<file path="src/htf_map.svh">
// Named offsets, field positions, reset values and timing figures of the frame readout.
// What the document requires of this block and its host
// 20ms reset, then one measurement unasked.
// Request already low after reset: send frame.
// Host keeps request high unless reading.
// Push-pull output, low when idle, bits while requested.
// Request high aborts the frame at once.
// After transfer, measure once more, then sleep.
// Send temp hi, lo, humidity, ext hi, lo, checksum.
// Temperature is tenths plus 0190 hex offset.
// High pulse 1.5ms zero, 500us one; 10ms interval.
// Last byte is CRC-8, polynomial x8+x5+x4; code shifts in 1 on feedback, i.e. x8+x5+x4+1.
// Host checks checksum and resets on mismatch; the htf_host_rx model does neither.
// CRC starts zero, shifts, flips bits 4,5.
// Host splits pulses at midway threshold.
`ifndef HTF_MAP_SVH
`define HTF_MAP_SVH

// ==========================================================================
// Clock and timing figures
`define HTF_CLK_MHZ        25
`define HTF_T_RESET_US     20000
`define HTF_T_INTERVAL_US  10000
`define HTF_T_ZERO_US      1500
`define HTF_T_ONE_US       500
`define HTF_T_GAP_US       500
`define HTF_CNT_W          20

// ==========================================================================
// Frame layout
`define HTF_FRAME_W        48
`define HTF_PAYLOAD_W      40
`define HTF_FRAME_BYTES    3'h6
`define HTF_BYTE_W         8
`define HTF_MSB_IDX        3'h7
`define HTF_TEMP_OFFSET    16'h0190

// ==========================================================================
// Checksum
`define HTF_CRC_INIT       8'h00
`define HTF_CRC_FLIP       8'h30

// ==========================================================================
// Buffer
`define HTF_FIFO_DEPTH     16

`endif

</file>
<file path="src/htf_readout_end.sv">
// Holds no logic of its own; the frame readout lives in htf_readout.sv.
`timescale 1ns/1ps
`default_nettype none
`default_nettype wire

</file>
<file path="src/htf_pkg.sv">
// Types shared by the frame readout modules.
package htf_pkg;

    // ==========================================================================
    // Sequencer states
    typedef enum logic [7:0] {
        HTF_ST_RESET = 8'h01,
        HTF_ST_MEAS  = 8'h02,
        HTF_ST_SLEEP = 8'h04,
        HTF_ST_LEAD  = 8'h08,
        HTF_ST_FETCH = 8'h10,
        HTF_ST_PULSE = 8'h20,
        HTF_ST_GAP   = 8'h40,
        HTF_ST_HOLD  = 8'h80
    } htf_state_t;

endpackage

</file>
<file path="src/htf_fifo.sv">
// Byte buffer between the frame loader and the bit serialiser.
`timescale 1ns/1ps
`default_nettype none

module htf_fifo #(
    parameter int WIDTH = 8,
    parameter int DEPTH = 16
) (
    // Clock and reset
    input  wire logic             clk_sys,
    input  wire logic             reset_n,
    input  wire logic             flush,
    // Fill side
    input  wire logic             in_valid,
    output logic                  in_ready,
    input  wire logic [WIDTH-1:0] in_data,
    // Drain side
    output logic                  out_valid,
    input  wire logic             out_ready,
    output logic      [WIDTH-1:0] out_data
);

    localparam int PW = $clog2(DEPTH);

    typedef struct packed {
        logic [DEPTH-1:0][WIDTH-1:0] mem;
        logic [PW-1:0]               wr_ptr;
        logic [PW-1:0]               rd_ptr;
        logic [PW:0]                 count;
    } htf_fifo_state_t;

    htf_fifo_state_t s_q;
    htf_fifo_state_t s_d;
    logic            push;
    logic            pop;

    assign in_ready  = (s_q.count != (PW+1)'(DEPTH));
    assign out_valid = (s_q.count != '0);
    assign out_data  = s_q.mem[s_q.rd_ptr];
    assign push      = in_valid && in_ready;
    assign pop       = out_valid && out_ready;

    // ==========================================================================
    // Pointer and storage update
    always_comb begin
        s_d = s_q;
        if (flush) begin
            s_d.wr_ptr = '0;
            s_d.rd_ptr = '0;
            s_d.count  = '0;
        end else begin
            if (push) begin
                s_d.mem[s_q.wr_ptr] = in_data;
                s_d.wr_ptr          = s_q.wr_ptr + 1'b1;
            end
            if (pop) begin
                s_d.rd_ptr = s_q.rd_ptr + 1'b1;
            end
            if (push && !pop) begin
                s_d.count = s_q.count + 1'b1;
            end else if (pop && !push) begin
                s_d.count = s_q.count - 1'b1;
            end
        end
    end

    always_ff @(posedge clk_sys) begin
        if (!reset_n) begin
            s_q <= '0;
        end else begin
            s_q <= s_d;
        end
    end

endmodule // htf_fifo

`default_nettype wire

</file>
<file path="src/htf_readout.sv">
// Measurement sequencer and pulse-width frame transmitter of the sensor module.
`timescale 1ns/1ps
`default_nettype none
`include "htf_map.svh"

module htf_readout #(
    parameter int RESET_CYC    = `HTF_T_RESET_US * `HTF_CLK_MHZ,
    parameter int INTERVAL_CYC = `HTF_T_INTERVAL_US * `HTF_CLK_MHZ,
    parameter int ZERO_CYC     = `HTF_T_ZERO_US * `HTF_CLK_MHZ,
    parameter int ONE_CYC      = `HTF_T_ONE_US * `HTF_CLK_MHZ,
    parameter int GAP_CYC      = `HTF_T_GAP_US * `HTF_CLK_MHZ
) (
    // Clock and reset
    input  wire logic        clk_sys,
    input  wire logic        reset_n,
    // Serial link
    input  wire logic        read_req_n,
    output logic             serial_data,
    // Sensor front end
    output logic             meas_start,
    input  wire logic        meas_done,
    input  wire logic [15:0] meas_temp_tenths,
    input  wire logic [7:0]  meas_humidity,
    input  wire logic [15:0] meas_ext_temp_tenths,
    // Status
    output logic             power_on_control
);

    // ==========================================================================
    // State
    typedef struct packed {
        htf_pkg::htf_state_t         state;
        logic [`HTF_CNT_W-1:0]       cnt;
        logic [`HTF_BYTE_W-1:0]      shift;
        logic [2:0]                  bit_idx;
        logic [2:0]                  load_idx;
        logic [2:0]                  sent;
        logic [`HTF_FRAME_W-1:0]     frame;
        logic                        data;
        logic                        meas_start;
    } htf_core_t;

    htf_core_t              s_q;
    htf_core_t              s_d;

    logic                   in_valid;
    logic                   in_ready;
    logic [`HTF_BYTE_W-1:0] in_data;
    logic                   out_valid;
    logic                   out_ready;
    logic [`HTF_BYTE_W-1:0] out_data;
    logic                   in_transfer;
    logic                   abort;
    logic [15:0]            temp_code;
    logic [15:0]            ext_code;
    logic [`HTF_PAYLOAD_W-1:0] payload;

    // ==========================================================================
    // Checksum
    // Bitwise form is kept because it runs once per measurement; a byte table
    // would cost a 256-entry constant for no gain at this rate.
    function automatic logic [7:0] htf_crc8(input logic [`HTF_PAYLOAD_W-1:0] d);
        logic [7:0] c;
        c = `HTF_CRC_INIT;
        for (int i = `HTF_PAYLOAD_W - 1; i >= 0; i--) begin
            if (d[i] != c[7]) begin
                c = {c[6:0], 1'b1} ^ `HTF_CRC_FLIP;
            end else begin
                c = {c[6:0], 1'b0};
            end
        end
        return c;
    endfunction

    // ==========================================================================
    // Frame assembly
    assign temp_code = meas_temp_tenths + `HTF_TEMP_OFFSET;
    assign ext_code  = meas_ext_temp_tenths + `HTF_TEMP_OFFSET;
    assign payload   = {temp_code, meas_humidity, ext_code};

    // ==========================================================================
    // Transfer window and abort
    assign in_transfer = (s_q.state == htf_pkg::HTF_ST_LEAD)
                      || (s_q.state == htf_pkg::HTF_ST_FETCH)
                      || (s_q.state == htf_pkg::HTF_ST_PULSE)
                      || (s_q.state == htf_pkg::HTF_ST_GAP)
                      || (s_q.state == htf_pkg::HTF_ST_HOLD);
    assign abort       = in_transfer && read_req_n;

    // ==========================================================================
    // Loader: streams the stored frame into the buffer, stalled by its ready.
    assign in_valid  = in_transfer && !read_req_n && (s_q.load_idx != `HTF_FRAME_BYTES);
    assign in_data   = s_q.frame[`HTF_FRAME_W - 1 - `HTF_BYTE_W * s_q.load_idx -: `HTF_BYTE_W];
    assign out_ready = (s_q.state == htf_pkg::HTF_ST_FETCH) && !read_req_n;

    htf_fifo #(
        .WIDTH (`HTF_BYTE_W),
        .DEPTH (`HTF_FIFO_DEPTH)
    ) u_fifo (
        .clk_sys   (clk_sys),
        .reset_n   (reset_n),
        .flush     (abort),
        .in_valid  (in_valid),
        .in_ready  (in_ready),
        .in_data   (in_data),
        .out_valid (out_valid),
        .out_ready (out_ready),
        .out_data  (out_data)
    );

    // ==========================================================================
    // Sequencer
    always_comb begin
        s_d            = s_q;
        s_d.meas_start = 1'b0;
        if (s_q.cnt != '0) begin
            s_d.cnt = s_q.cnt - 1'b1;
        end
        if (in_valid && in_ready) begin
            s_d.load_idx = s_q.load_idx + 1'b1;
        end

        if (abort) begin
            // Leaving the link in any bit: line low, buffer flushed, one more
            // conversion so the next read is served from stored data.
            s_d.state      = htf_pkg::HTF_ST_MEAS;
            s_d.meas_start = 1'b1;
            s_d.data       = 1'b0;
            s_d.load_idx   = '0;
            s_d.sent       = '0;
            s_d.cnt        = '0;
        end else begin
            unique case (s_q.state)
                htf_pkg::HTF_ST_RESET: begin
                    s_d.data = 1'b0;
                    if (s_q.cnt == '0) begin
                        s_d.state      = htf_pkg::HTF_ST_MEAS;
                        s_d.meas_start = 1'b1;
                    end
                end
                htf_pkg::HTF_ST_MEAS: begin
                    s_d.data = 1'b0;
                    if (meas_done) begin
                        s_d.frame    = {payload, htf_crc8(payload)};
                        s_d.load_idx = '0;
                        s_d.sent     = '0;
                        if (!read_req_n) begin
                            s_d.state = htf_pkg::HTF_ST_LEAD;
                            s_d.cnt   = `HTF_CNT_W'(INTERVAL_CYC - 1);
                        end else begin
                            s_d.state = htf_pkg::HTF_ST_SLEEP;
                        end
                    end
                end
                htf_pkg::HTF_ST_SLEEP: begin
                    s_d.data = 1'b0;
                    if (!read_req_n) begin
                        s_d.state    = htf_pkg::HTF_ST_LEAD;
                        s_d.cnt      = `HTF_CNT_W'(INTERVAL_CYC - 1);
                        s_d.load_idx = '0;
                        s_d.sent     = '0;
                    end
                end
                htf_pkg::HTF_ST_LEAD: begin
                    if (s_q.cnt == '0) begin
                        s_d.state = htf_pkg::HTF_ST_FETCH;
                    end
                end
                htf_pkg::HTF_ST_FETCH: begin
                    if (out_valid) begin
                        s_d.shift   = out_data;
                        s_d.bit_idx = `HTF_MSB_IDX;
                        s_d.sent    = s_q.sent + 1'b1;
                        s_d.state   = htf_pkg::HTF_ST_PULSE;
                        s_d.data    = 1'b1;
                        s_d.cnt     = out_data[`HTF_BYTE_W-1] ? `HTF_CNT_W'(ONE_CYC - 1)
                                                              : `HTF_CNT_W'(ZERO_CYC - 1);
                    end
                end
                htf_pkg::HTF_ST_PULSE: begin
                    if (s_q.cnt == '0) begin
                        s_d.state = htf_pkg::HTF_ST_GAP;
                        s_d.data  = 1'b0;
                        s_d.cnt   = `HTF_CNT_W'(GAP_CYC - 1);
                    end
                end
                htf_pkg::HTF_ST_GAP: begin
                    if (s_q.cnt == '0) begin
                        if (s_q.bit_idx != '0) begin
                            s_d.bit_idx = s_q.bit_idx - 1'b1;
                            s_d.shift   = {s_q.shift[`HTF_BYTE_W-2:0], 1'b0};
                            s_d.state   = htf_pkg::HTF_ST_PULSE;
                            s_d.data    = 1'b1;
                            s_d.cnt     = s_q.shift[`HTF_BYTE_W-2] ? `HTF_CNT_W'(ONE_CYC - 1)
                                                                   : `HTF_CNT_W'(ZERO_CYC - 1);
                        end else if (s_q.sent == `HTF_FRAME_BYTES) begin
                            s_d.state = htf_pkg::HTF_ST_HOLD;
                        end else begin
                            s_d.state = htf_pkg::HTF_ST_FETCH;
                        end
                    end
                end
                htf_pkg::HTF_ST_HOLD: begin
                    // A finished frame is not resent; the line rests low until
                    // the request is withdrawn, which then starts the conversion.
                    s_d.data = 1'b0;
                end
                default: begin
                    s_d.state = htf_pkg::HTF_ST_RESET;
                    s_d.data  = 1'b0;
                    s_d.cnt   = `HTF_CNT_W'(RESET_CYC - 1);
                end
            endcase
        end
    end

    always_ff @(posedge clk_sys) begin
        if (!reset_n) begin
            s_q       <= '0;
            s_q.state <= htf_pkg::HTF_ST_RESET;
            s_q.cnt   <= `HTF_CNT_W'(RESET_CYC - 1);
        end else begin
            s_q <= s_d;
        end
    end

    // ==========================================================================
    // Outputs
    assign serial_data      = s_q.data;
    assign meas_start       = s_q.meas_start;
    assign power_on_control = (s_q.state != htf_pkg::HTF_ST_SLEEP);

endmodule // htf_readout

`default_nettype wire

</file>
<file path="config.mk">
export PLATFORM = sky130hd
export DESIGN_NAME = htf_readout
export DESIGN_NICKNAME = d
export VERILOG_FILES = /design/src/htf_readout_end.sv /design/src/htf_pkg.sv /design/src/htf_fifo.sv /design/src/htf_readout.sv
export VERILOG_INCLUDE_DIRS = /design/src
export SDC_FILE = /design/constraint.sdc
export NUM_CORES = 1
export LEC_CHECK = 0
export ABC_AREA = 1
export BUFFER_PORTS_ARGS = -buffer_cell sky130_fd_sc_hd__buf_4
export CAP_MARGIN = 25
export CORE_ASPECT_RATIO = 1.2
export CORE_MARGIN = 2
export CORE_UTILIZATION = 50
export DETAILED_ROUTE_END_ITERATION = 8
export MAX_ROUTING_LAYER = met4
export PLACE_DENSITY = 0.77
export SETUP_SLACK_MARGIN = 0.05
export SLEW_MARGIN = 20
export SYNTH_ARGS = -nofsm -noshare
export SYNTH_HDL_FRONTEND = slang
export SYNTH_HIERARCHICAL = 1
export SYNTH_SLANG_ARGS = --single-unit
</file>
<file path="constraint.sdc">
create_clock -name clk_sys -period 7.9 [get_ports clk_sys]
set_clock_uncertainty 0.15 [all_clocks]
set_input_delay 0.395 -clock clk_sys [delete_from_list [all_inputs] [get_ports clk_sys]]
set_output_delay 0.395 -clock clk_sys [all_outputs]
set_load 0.01 [all_outputs]
</file>
==> summary.txt <==
Slew HR - 0.3052
Slowest cell delay on critical path - 530 ps
Final wirelength - 38.50 mm
Status - complete, no violations
DP Area - 15,310 um^2
Width of the die - 160.9 um
WHS Path Cells - 3
Syn nets - 2,403
Worst Hold Class - in2reg
CP required - 8140 ps
Commonest non-fill, non-tap cell in the layout - nand2_1
Clk_lat worst skew - 530 ps
Initial antenna violation count - 0
Starting DRT DRC Count - 1,057
Peak VDD IR - 0.2526 mV
Clock sink total - 235
Area Overhead vs Synth - 9.377%
Syn. warnings - 6
Crit path capture type - flip-flop
Routed Antenna Nets - 0
Hpwl dp - 27.18 mm
Crit path launch type - primary input
CP max stage cell - dlygate4sd3_1
Crit Reg-Reg Startpoint - s_q[87]
Post-CTS setup buffer count - 0
Avg Inst Size Synth - 6.320 um^2
Vias in the first global route - 13,650
Remaining Overflow, GRT - 0
Final Cycle Share - 0.5918
Htree depth - 1
Cell accounting for the most synthesized area - dfxtp_1
CTS Buf Count - 23
RR Endpoint - u_fifo/s_q[4]
Length of the first detailed-routing pass in iterations - 7
Multi-input logic area - 8502 um^2
Hold Fails Final Rpt - 0
Share of layout cells above drive strength 1 - 0.1021
Die Ht - 192.3 um
FILL cells - 2,861
I/O pin count - 47
RSZ-0062 raised after global routing - false
Vias - 14,530
Most frequent cells in the layout - nand2_1 (597), nor2_1 (389), inv_1 (286)
Depth of the most critical reg-to-reg path - 21
Core Footprint - 28,930 um^2
Final setup violation count - 0
CTS Buffer Depth - 3
Final min period - 4675 ps
Hold Path Sink - s_q[29]
Drt via density - 5.294
# nets final - 2,409
CTS tree - yes
Post-Syn Area - 14,770 um^2
Global-route wire length before repair - 64.18 mm
Hold Startpoint - meas_humidity[3]
Post-route design area - 16,160 um^2
Ranking of synthesized cells by area - dfxtp_1 (32%), nand2_1 (15%), nor2_1 (9.9%)
Drt wl/cell - 14.02 um
Synth Register Bits - 235
Pwr/cell area - 226.9 nW/um^2
# resized after CTS - 0
Top cell type's share of synthesized area - 0.3185
FFs w/ async S/R, synth - 0
Synth cell types - 51
Critical Path Most Common Cell - nand2_2
Seq/Total Area, Yosys - 0.3185
Die Footprint - 30,940 um^2
Largest net degree at the start of global routing - 107
Final GP Congestion - 0.9418
Critical path peak fanout - 8
Max Slew Vio Count - 0
GRT Total Usage - 0.2547
WP data arrival - 4920 ps
CTS root buf - clkbuf_16
Reg2Reg Setup Slack - 3500 ps
Worst-path clk slew - 60 ps
DRC - 0
FF+latch area - 4706 um^2
IO buf count - 46
Post-synth EDFFs - 0
Synth Instances - 2,337
WS Path Type - in2reg
Setup TNS Final - 0 ps
Ys flop type - dfxtp_1
Setup ws final - 3225 ps
Cell Rows - 68
Dpl ws - 3238 ps
# Max-Cap Violations - 0
# diodes - 0
Initial Utilization - 0.5106
P_leak - 0.008212 uW
Actual slew at the worst max-slew pin - 1042 ps
Highest clock rate - 0.2139 GHz
[power breakdown]
part	internal (uW)	leakage, uW	total (uW)	switching [uW]
sequential	1190	0.00189	1190	1.42
combinational	471	0.00594	1340	873
clock	657	0.000381	1130	477
total	2310	0.00821	3670	1350
[cell usage after synthesis, types with 3 or more instances]
cell	count
inv_2	9
xor2_1	34
nand3_1	145
nand3b_1	12
nand2_4	7
nor3_1	18
clkinv_1	4
nor2_4	10
buf_6	14
o21ai_1	3
nand4_2	4
ha_1	21
o211ai_1	21
nand4_1	17
buf_2	25
o311a_1	4
nor2_2	3
dfxtp_1	235
o21ai_0	131
a211oi_1	15
xnor2_1	18
or2_2	11
inv_1	286
nand4_4	10
o21a_1	3
clkbuf_1	47
nor4_1	10
nand2_1	597
nand2_2	61
nand3_2	12
nor2_1	390
a31oi_1	4
a21oi_1	127
a22oi_1	7
[cell type report]
type	count	share of cell area
multi-input combinational	1711	0.5263
clock inverter	8	0.006893
inverter	299	0.06947
tap	385	0.02982
clock buffer	34	0.04128
timing repair buffer	73	0.03501
sequential	235	0.2913
[metrics by stage]
step / utilization / instances / power [uW] / hold slack [ps]
after global placement: 0.5289 / 2696 / 2507 / 295.2
after global routing: 0.5585 / 2745 / 3905 / 10.90
final: 0.5585 / 2745 / 3665 / 11.64
after detailed placement: 0.5292 / 2696 / 2550 / 296.4
after floorplan: - / 2337 / 2320 / 279.2
after CTS: 0.5585 / 2745 / 3677 / 1.618
[timing repair]
action,CTS,global route
setup endpoints to repair,0,0
hold buffers,7,0
endpoints found under the hold margin,7,0
[per-layer routing]
metal	track usage	wire, um
met5	-	0
met3	0.02257	1873
met1	0.2959	16190
met2	0.4566	19030
met4	0.1003	1400
[state kept, by name, indices dropped and copies added (netlist names)]
name	cells
u_fifo/s_q	141
s_q	92
meas_start	1
serial_data	1
[kinds of logic (layout without fill, tap and decap cells)]
logic type                 count (synthesis)  after routing  share of synthesized area
AOI/OAI and AO/OA                        325            325                     0.1216
xor gates and xnor gates                  54             54                    0.03388
adders and majority gates                 22             22                    0.01914
buffers and inverters                    391            414                     0.1105
DFF                                      235            235                     0.3185
and+or+nand+nor                         1310           1310                     0.3963
[how the worst max path moves through the flow]
stage / to / start / cells after the start
4_1_cts: s_q[6] / meas_temp_tenths[4] / 39
6_report: s_q[6] / meas_temp_tenths[4] / 39
2_1_floorplan: s_q[6] / meas_temp_tenths[4] / 41
5_1_grt: s_q[8] / meas_temp_tenths[4] / 40
3_5_place_dp: s_q[6] / meas_temp_tenths[4] / 38
3_3_place_gp: s_q[6] / meas_temp_tenths[4] / 38
[worst max-delay path, delay by kind of cell]
kind	cells	cell delay [ps]
AND/OR/NAND/NOR	35	3380
adder cells (fa/ha/maj)	1	230
buffers and inverters	2	690
XOR/XNOR	1	220
Power figures use the tool's default switching activity.
